--- src/anpgc_pkg.sv ---
// ****************************************************************
// Shared constants for the next page and gigabit configuration bank.
// ****************************************************************
package anpgc_pkg;

    // Width of a management register word.
    localparam int unsigned REG_W = 16;
    // Width of a management register address.
    localparam int unsigned ADDR_W = 5;

    // ****************************************************************
    // Register offsets.
    // ****************************************************************
    // Received next page word from the link partner.
    localparam logic [4:0] ADDR_PARTNER_NEXT_PAGE = 5'h08;
    // Gigabit base configuration.
    localparam logic [4:0] ADDR_GIGABIT_BASE_CONFIG = 5'h09;

    // ****************************************************************
    // Field positions of the received next page register.
    // ****************************************************************
    localparam int unsigned NP_MORE_PAGES_BIT = 15;
    localparam int unsigned NP_ACK_BIT = 14;
    localparam int unsigned NP_MESSAGE_PAGE_BIT = 13;
    localparam int unsigned NP_COMPLY_ACK_BIT = 12;
    localparam int unsigned NP_TOGGLE_BIT = 11;
    localparam int unsigned NP_CODE_MSB = 10;
    localparam int unsigned NP_CODE_LSB = 0;

    // Reset value: message page set, code field holds the null page.
    localparam logic [15:0] NP_RESET = 16'h2001;
    // Bits that software may write; acknowledge and toggle are read-only.
    localparam logic [15:0] NP_WR_MASK = 16'hb7ff;

    // ****************************************************************
    // Field positions of the gigabit base configuration register.
    // ****************************************************************
    localparam int unsigned CFG_TEST_MODE_MSB = 15;
    localparam int unsigned CFG_TEST_MODE_LSB = 13;
    localparam int unsigned CFG_MS_MANUAL_BIT = 12;
    localparam int unsigned CFG_MS_VALUE_BIT = 11;
    localparam int unsigned CFG_PORT_TYPE_BIT = 10;
    localparam int unsigned CFG_ADV_FULL_BIT = 9;
    localparam int unsigned CFG_ADV_HALF_BIT = 8;
    localparam int unsigned CFG_AUTO_DIAG_BIT = 7;

    // Reset value with both duplex abilities advertised.
    localparam logic [15:0] CFG_RESET = 16'h0300;
    // Bits 6:0 are reserved: writes are dropped and reads return zero.
    localparam logic [15:0] CFG_WR_MASK = 16'hff80;

    // Cycles after reset release before the synchronised strap is valid.
    localparam logic [1:0] STRAP_SETTLE_CYCLES = 2'h2;

    // Transmitter test mode selections.
    typedef enum logic [2:0] {
        TM_NORMAL = 3'b000,
        TM_WAVEFORM = 3'b001,
        TM_JITTER_MASTER = 3'b010,
        TM_JITTER_SLAVE = 3'b011,
        TM_DISTORTION = 3'b100,
        TM_SCRAMBLED_IDLE = 3'b101,
        TM_REPEAT_0001 = 3'b110,
        TM_PULSE_63_ZEROS = 3'b111
    } anpgc_test_mode_t;

endpackage

--- src/anpgc_regs.sv ---
// Overview of operation
// - Register 0x0008 holds latest partner next page.
// - Bit 15 shows partner wants more pages.
// - Bit 14 read-only partner acknowledge flag.
// - Bit 13 message page flag, default one.
// - Bit 12 mirrors partner comply-acknowledge flag.
// - Bit 11 read-only, inverse of previous toggle.
// - Bits 10:0 page code, default null page.
// - Config bits 15:13 select transmitter test mode.
// - Config bit 12 enables manual master/slave.
// - Config bit 11 forces master or slave.
// - Config bit 10 advertises multi-port device.
// - Config bit 9 full duplex, strap default.
// - Config bit 8 half duplex, default one.
// - Config bit 7 runs diagnostics on link loss.
// - Config bits 6:0 read zero, ignore writes.
// - Partner next pages stored in register 8.
// - Page-received flag sets on page, clears on read.
`timescale 1ns/1ps
`default_nettype none

module anpgc_regs #(
    // One when the full duplex default comes from the strap pin.
    parameter bit FULL_DUPLEX_FROM_STRAP = 1'b0
) (
    input wire logic i_clk,
    input wire logic i_rst,
    // Management register access from the serial management engine.
    input wire logic [4:0] i_reg_addr,
    input wire logic i_reg_wr,
    input wire logic [15:0] i_reg_wdata,
    input wire logic i_reg_rd,
    output logic [15:0] o_reg_rdata,
    output logic o_reg_rvalid,
    // Next page word accepted by the arbitration logic.
    input wire logic i_page_valid,
    input wire logic [15:0] i_page_word,
    // Read of the expansion status word clears the page-received flag.
    input wire logic i_page_flag_read,
    output logic o_page_received,
    // Full duplex strap pin, sampled after reset release.
    input wire logic i_strap_full_duplex,
    // Link status from the link monitor in this clock domain.
    input wire logic i_link_up,
    // Configuration outputs to the gigabit datapath.
    output logic [2:0] o_test_mode,
    output logic o_ms_manual_en,
    output logic o_ms_force_master,
    output logic o_multi_port,
    output logic o_adv_full_duplex,
    output logic o_adv_half_duplex,
    output logic o_cable_diag_start
);

    // ****************************************************************
    // Elaboration-time check.
    // ****************************************************************
    // The register layout assumes 16-bit words and 5-bit addresses.
    if (anpgc_pkg::REG_W != 16 || anpgc_pkg::ADDR_W != 5) begin : g_width_check
        $error("Register bank needs 16-bit words and 5-bit addresses.");
    end

    // ****************************************************************
    // Register state.
    // ****************************************************************
    // Received next page register contents.
    logic [15:0] next_page_ff;
    logic [15:0] nxt_next_page;
    // Toggle bit carried by the previously exchanged link code word.
    logic prev_toggle_ff;
    logic nxt_prev_toggle;
    // Gigabit base configuration contents.
    logic [15:0] config_ff;
    logic [15:0] nxt_config;
    // Delayed page accept, raises the flag after the word is stored.
    logic page_stored_ff;
    logic nxt_page_stored;
    // Read data and its valid strobe.
    logic [15:0] rdata_ff;
    logic [15:0] nxt_rdata;
    logic rvalid_ff;
    logic nxt_rvalid;

    // Write decode for each register.
    logic wr_next_page;
    logic wr_config;

    assign wr_next_page = i_reg_wr && (i_reg_addr == anpgc_pkg::ADDR_PARTNER_NEXT_PAGE);
    assign wr_config = i_reg_wr && (i_reg_addr == anpgc_pkg::ADDR_GIGABIT_BASE_CONFIG);

    // ****************************************************************
    // Strap synchroniser and capture.
    // ****************************************************************
    // Two-stage synchroniser for the strap pin.
    logic strap_meta_ff;
    logic strap_sync_ff;
    // Settling counter after reset release.
    logic [1:0] settle_ff;
    logic [1:0] nxt_settle;
    // Strap capture done.
    logic strap_done_ff;
    logic nxt_strap_done;
    // Strap is taken in this cycle.
    logic strap_take;

    // The strap pin is asynchronous to the management clock.
    always_ff @(posedge i_clk or posedge i_rst) begin
        if (i_rst) begin
            strap_meta_ff <= 1'b0;
            strap_sync_ff <= 1'b0;
        end else begin
            strap_meta_ff <= i_strap_full_duplex;
            strap_sync_ff <= strap_meta_ff;
        end
    end

    // Wait until the synchroniser holds a true pin level, then capture once.
    always_comb begin
        nxt_settle = settle_ff;
        nxt_strap_done = strap_done_ff;
        strap_take = 1'b0;
        if (!strap_done_ff) begin
            if (settle_ff == anpgc_pkg::STRAP_SETTLE_CYCLES) begin
                strap_take = 1'b1;
                nxt_strap_done = 1'b1;
            end else begin
                nxt_settle = settle_ff + 2'h1;
            end
        end
    end

    // Register the strap capture state.
    always_ff @(posedge i_clk or posedge i_rst) begin
        if (i_rst) begin
            settle_ff <= 2'h0;
            strap_done_ff <= 1'b0;
        end else begin
            settle_ff <= nxt_settle;
            strap_done_ff <= nxt_strap_done;
        end
    end

    // ****************************************************************
    // Received next page register.
    // ****************************************************************
    // A page accept from arbitration overrides a software write.
    always_comb begin
        nxt_next_page = next_page_ff;
        nxt_prev_toggle = prev_toggle_ff;
        nxt_page_stored = 1'b0;
        if (i_page_valid) begin
            // The whole word is loaded in one edge.
            nxt_next_page = i_page_word;
            // Bit 11 takes the inverse of the previous word's toggle.
            nxt_next_page[anpgc_pkg::NP_TOGGLE_BIT] = ~prev_toggle_ff;
            nxt_prev_toggle = i_page_word[anpgc_pkg::NP_TOGGLE_BIT];
            // The flag rises one edge after the word is visible.
            nxt_page_stored = 1'b1;
        end else if (wr_next_page) begin
            // Acknowledge and toggle bits are not writable.
            nxt_next_page = (next_page_ff & ~anpgc_pkg::NP_WR_MASK)
                | (i_reg_wdata & anpgc_pkg::NP_WR_MASK);
        end
    end

    // Register the next page state; reset gives the null message page.
    always_ff @(posedge i_clk or posedge i_rst) begin
        if (i_rst) begin
            next_page_ff <= anpgc_pkg::NP_RESET;
            prev_toggle_ff <= 1'b1;
            page_stored_ff <= 1'b0;
        end else begin
            next_page_ff <= nxt_next_page;
            prev_toggle_ff <= nxt_prev_toggle;
            page_stored_ff <= nxt_page_stored;
        end
    end

    // Page-received flag, set on a stored page and cleared by its read.
    anpgc_sticky_flag u_page_flag (
        .i_clk(i_clk),
        .i_rst(i_rst),
        .i_set(page_stored_ff),
        .i_clr(i_page_flag_read),
        .o_flag(o_page_received)
    );

    // ****************************************************************
    // Gigabit base configuration register.
    // ****************************************************************
    // Software writes the upper bits; the strap loads full duplex once.
    always_comb begin
        nxt_config = config_ff;
        if (wr_config) begin
            // Reserved bits stay zero whatever is written.
            nxt_config = (i_reg_wdata & anpgc_pkg::CFG_WR_MASK);
        end else if (strap_take && FULL_DUPLEX_FROM_STRAP) begin
            // Strapped default for full duplex advertisement.
            nxt_config[anpgc_pkg::CFG_ADV_FULL_BIT] = strap_sync_ff;
        end
    end

    // Register the configuration; reset advertises both duplexes.
    always_ff @(posedge i_clk or posedge i_rst) begin
        if (i_rst) begin
            config_ff <= anpgc_pkg::CFG_RESET;
        end else begin
            config_ff <= nxt_config;
        end
    end

    // ****************************************************************
    // Automatic cable diagnostics on link loss.
    // ****************************************************************
    // Previous link status, for falling edge detection.
    logic link_prev_ff;
    logic nxt_link_prev;
    // Diagnostic start pulse.
    logic diag_start_ff;
    logic nxt_diag_start;

    // A link-down edge launches diagnostics only when enabled.
    always_comb begin
        nxt_link_prev = i_link_up;
        nxt_diag_start = link_prev_ff && !i_link_up
            && config_ff[anpgc_pkg::CFG_AUTO_DIAG_BIT];
    end

    // Register the link edge detector.
    always_ff @(posedge i_clk or posedge i_rst) begin
        if (i_rst) begin
            link_prev_ff <= 1'b0;
            diag_start_ff <= 1'b0;
        end else begin
            link_prev_ff <= nxt_link_prev;
            diag_start_ff <= nxt_diag_start;
        end
    end

    // ****************************************************************
    // Register read path.
    // ****************************************************************
    // Read data is registered; unmapped addresses read as zero.
    always_comb begin
        nxt_rvalid = i_reg_rd;
        nxt_rdata = rdata_ff;
        if (i_reg_rd) begin
            unique case (i_reg_addr)
                anpgc_pkg::ADDR_PARTNER_NEXT_PAGE: begin
                    nxt_rdata = next_page_ff;
                end
                anpgc_pkg::ADDR_GIGABIT_BASE_CONFIG: begin
                    nxt_rdata = config_ff & anpgc_pkg::CFG_WR_MASK;
                end
                default: begin
                    nxt_rdata = 16'h0000;
                end
            endcase
        end
    end

    // Register the read answer.
    always_ff @(posedge i_clk or posedge i_rst) begin
        if (i_rst) begin
            rdata_ff <= 16'h0000;
            rvalid_ff <= 1'b0;
        end else begin
            rdata_ff <= nxt_rdata;
            rvalid_ff <= nxt_rvalid;
        end
    end

    // ****************************************************************
    // Outputs.
    // ****************************************************************
    assign o_reg_rdata = rdata_ff;
    assign o_reg_rvalid = rvalid_ff;
    // Test mode selection straight from the register.
    assign o_test_mode = config_ff[anpgc_pkg::CFG_TEST_MODE_MSB:anpgc_pkg::CFG_TEST_MODE_LSB];
    // Manual master/slave enable.
    assign o_ms_manual_en = config_ff[anpgc_pkg::CFG_MS_MANUAL_BIT];
    // Forced role is master only while manual forcing is on.
    assign o_ms_force_master = config_ff[anpgc_pkg::CFG_MS_MANUAL_BIT]
        & config_ff[anpgc_pkg::CFG_MS_VALUE_BIT];
    // Port type advertisement.
    assign o_multi_port = config_ff[anpgc_pkg::CFG_PORT_TYPE_BIT];
    // Duplex advertisements.
    assign o_adv_full_duplex = config_ff[anpgc_pkg::CFG_ADV_FULL_BIT];
    assign o_adv_half_duplex = config_ff[anpgc_pkg::CFG_ADV_HALF_BIT];
    assign o_cable_diag_start = diag_start_ff;

endmodule

`default_nettype wire

--- src/anpgc_sticky_flag.sv ---
`timescale 1ns/1ps
`default_nettype none

// ****************************************************************
// Sticky flag: set by hardware, cleared by a read; a set wins.
// ****************************************************************
module anpgc_sticky_flag (
    input wire logic i_clk,
    input wire logic i_rst,
    input wire logic i_set,
    input wire logic i_clr,
    output logic o_flag
);

    // Stored flag.
    logic flag_ff;
    // Next value of the flag.
    logic nxt_flag;

    // An event in the clearing cycle keeps the flag set.
    always_comb begin
        nxt_flag = flag_ff;
        if (i_set) begin
            nxt_flag = 1'b1;
        end else if (i_clr) begin
            nxt_flag = 1'b0;
        end
    end

    // Register the flag.
    always_ff @(posedge i_clk or posedge i_rst) begin
        if (i_rst) begin
            flag_ff <= 1'b0;
        end else begin
            flag_ff <= nxt_flag;
        end
    end

    assign o_flag = flag_ff;

endmodule

`default_nettype wire

--- config.mk ---
export PLATFORM = sky130hd
export DESIGN_NAME = anpgc_regs
export DESIGN_NICKNAME = d
export VERILOG_FILES = /design/src/anpgc_pkg.sv /design/src/anpgc_regs.sv /design/src/anpgc_sticky_flag.sv
export SDC_FILE = /design/constraint.sdc
export NUM_CORES = 1
export LEC_CHECK = 0
export ABC_AREA = 0
export BUFFER_PORTS_ARGS = -buffer_cell sky130_fd_sc_hd__buf_2
export CAP_MARGIN = 40
export CORE_UTILIZATION = 53
export DETAILED_ROUTE_END_ITERATION = 12
export PLACE_DENSITY = 0.8
export SYNTH_ARGS = -nofsm -noshare
export SYNTH_HDL_FRONTEND = slang
export SYNTH_SLANG_ARGS = --single-unit
--- constraint.sdc ---
create_clock -name i_clk -period 3.35 [get_ports i_clk]
set_input_delay 0.67 -clock i_clk [delete_from_list [all_inputs] [get_ports i_clk]]
set_output_delay 0.67 -clock i_clk [all_outputs]
set_load 0.05 [all_outputs]
==> flow_metrics.env <==
export IMPL_drive_gt1_frac=0.433
export IMPL_cp_start_kind="primary input"
export IMPL_multi_input_area_um2=810
export IMPL_fin_crit_ns=1.83
export IMPL_synth_edff_count=0
export IMPL_power_leakage_nw=1.25
export IMPL_hold_viol=0
export IMPL_r2r_setup_slack_ns=2.38
export IMPL_syn_inst=187
export IMPL_fillers=296
export IMPL_fp_dieArea_um2=4230
export IMPL_antennaDiodeCount=0
export IMPL_utilization=0.699
export IMPL_synth_area_um2=2110
export IMPL_cp_required_ns=3.59
export IMPL_viasPerCell=5.52
export IMPL_min_path_type="primary input to async pin"
export IMPL_cts_tree="done"
export IMPL_layout_common_cells="buf_2, dfrtp_1, mux2_2"
export IMPL_yosysSeqAreaShare=0.561
export IMPL_htree_levels=2
export IMPL_grt_antenna_before_repair=0
export IMPL_critPathArrivalTime_ns=2.06
export IMPL_placementRows=22
export IMPL_drt_wl_total_um=4560
export IMPL_setup_violations=0
export IMPL_final_net_count=298
export IMPL_power_density_nw_per_um2=531
export IMPL_r2r_start="config_ff[9]"
export IMPL_cts_resized=0
export IMPL_drc=0
export IMPL_start_util=0.563
export IMPL_track_usage=0.235
export IMPL_instances_no_fill=302
export IMPL_worstPathMaxFanout=15
export IMPL_grt_overflow_total=0
export IMPL_status="complete, no violations"
export IMPL_grt_max_degree=34
export IMPL_critPathKind="primary input to flip-flop"
export IMPL_cts_buffers=5
export IMPL_synth_flop_cell="dfrtp_1"
export IMPL_clock_path_buffers=2
export IMPL_ir_drop_uv=392
export IMPL_clk_latency_ns=0.30
export IMPL_synth_nets=232
export IMPL_routabilityCongestion=0.775
export IMPL_ios=72
export IMPL_synth_avg_cell_area_um2=11.3
export IMPL_core_um2=3740
export IMPL_grt_pass1_vias=1527
export IMPL_min_period_over_period=0.545
export IMPL_holdBufCountCts=0
export IMPL_cts_root_buf="clkbuf_8"
export IMPL_drt_iter0_drc=60
export IMPL_ant_nets=0
export IMPL_io_buffers=70
export IMPL_place_inst=294
export IMPL_via_count=1667
export IMPL_rsz0062_at_grt="false"
export IMPL_yosysTopAreaCellShare=0.499
export IMPL_clkTransAtPathRegs_ns=0.08
export IMPL_clock_sinks=47
export IMPL_yosys_warnings=0
export IMPL_layout_commonest_cell="buf_2"
export IMPL_async_reset_ff_frac=1.00
export IMPL_tightest_slew_ns=0.885
export IMPL_timing_rr_end="o_reg_rdata[9]"
export IMPL_finalClockSkew_ns=0.00515
export IMPL_syn_to_final_growth_pct=24.2
export IMPL_grt_pass1_wl_um=7270
export IMPL_routedWlPerCell_um=15.1
export IMPL_relSlewSlack=0.408
export IMPL_place_hpwl_um=3120
export IMPL_die_h_um=65.0
export IMPL_seq_area_um2=1180
export IMPL_slew_violations=0
export IMPL_synth_largest_area_cell="dfrtp_1"
export IMPL_tns_ns=0
export IMPL_dr_pass1_iters=4
export IMPL_r2r_cells=3
export IMPL_cap_violations=0
export IMPL_die_w_um=65.0
export IMPL_synth_ff_latch_count=47
export IMPL_cts_setup_buffers=0
export IMPL_synth_area_top_cells="dfrtp_1, mux2_2, dfstp_2"
export IMPL_max_freq_mhz=547
export IMPL_critPathCaptureType="flip-flop"
export IMPL_ys_types=25
==> critical path, stage by stage <==
cell and delay [ns]:
buf_2 0.20, or4b_4 0.67, nor3_4 0.33, a22o_1 0.19
==> metrics by stage <==
step	power, mW	cell area (um2)	worst slack, ns	hold WS [ns]
2_1_floorplan	0.846	2110	1.55	0.404
3_3_place_gp	0.909	2460	1.21	0.412
3_5_place_dp	0.917	2480	1.22	0.427
4_1_cts	1.39	2620	1.54	0.372
5_1_grt	1.44	2620	1.47	0.394
6_report	1.39	2620	1.52	0.357
==> where the power goes <==
group          total, mW  internal [mW]  switching [mW]
Sequential         0.649          0.621          0.0281
Clock              0.482          0.298           0.184
Combinational      0.258         0.0922           0.166
Total               1.39           1.01           0.378
==> cell type report <==
type | instances | area share
inverters | 12 | 0.0172
repair buffers | 73 | 0.147
clock buffers | 6 | 0.0278
well taps | 48 | 0.0230
clock inverters | 2 | 0.0230
multi-input cells | 114 | 0.310
flip-flops and latches | 47 | 0.452
==> how the worst max path moves through the flow <==
stage	start	end	slack [ns]	depth (start not counted)
2_1_floorplan	config_ff[12]	o_ms_force_master	1.55	1
3_3_place_gp	i_reg_addr[4]	config_ff[13]	1.21	5
3_5_place_dp	i_reg_addr[4]	config_ff[11]	1.22	5
4_1_cts	i_reg_addr[4]	config_ff[13]	1.54	5
5_1_grt	i_reg_addr[4]	config_ff[10]	1.47	5
6_report	i_reg_addr[0]	o_reg_rdata[6]	1.52	4
==> cell usage after synthesis (4+ instances only) <==
| master | number |
|---|---|
| a21oi_1 | 15 |
| a22o_1 | 7 |
| a31oi_1 | 14 |
| buf_2 | 4 |
| clkbuf_1 | 6 |
| dfrtp_1 | 42 |
| dfstp_2 | 5 |
| inv_1 | 12 |
| mux2_2 | 20 |
| nand3_1 | 9 |
| nor2b_1 | 15 |
| o21ai_0 | 19 |
| o21ai_1 | 4 |
==> routing by layer <==
| metal | GRT usage | wire, um | vias up |
|---|---|---|---|
| met2 | 0.361 | 2120 | 57 |
| met1 | 0.323 | 2130 | 807 |
| met4 | 0.106 | 80 | 0 |
| li1 | - | - | 795 |
| met5 | 0 | 0 | - |
| met3 | 0.0458 | 235 | 8 |
==> logic make-up after synthesis <==
logic type	synth area share
DFF	0.562
and+or+nand+nor	0.113
buffers and inverters	0.0541
AOI/OAI and AO/OA	0.165
muxes	0.107
==> sequential cells by signal (all words and copies together), names as in the netlist <==
signal and cells:
o_reg_rvalid 1, u_page_flag.o_flag 1, next_page_ff 16, o_cable_diag_start 1, page_stored_ff 1, config_ff 9
o_reg_rdata 16, prev_toggle_ff 1, link_prev_ff 1
Power figures use the tool's default switching activity.
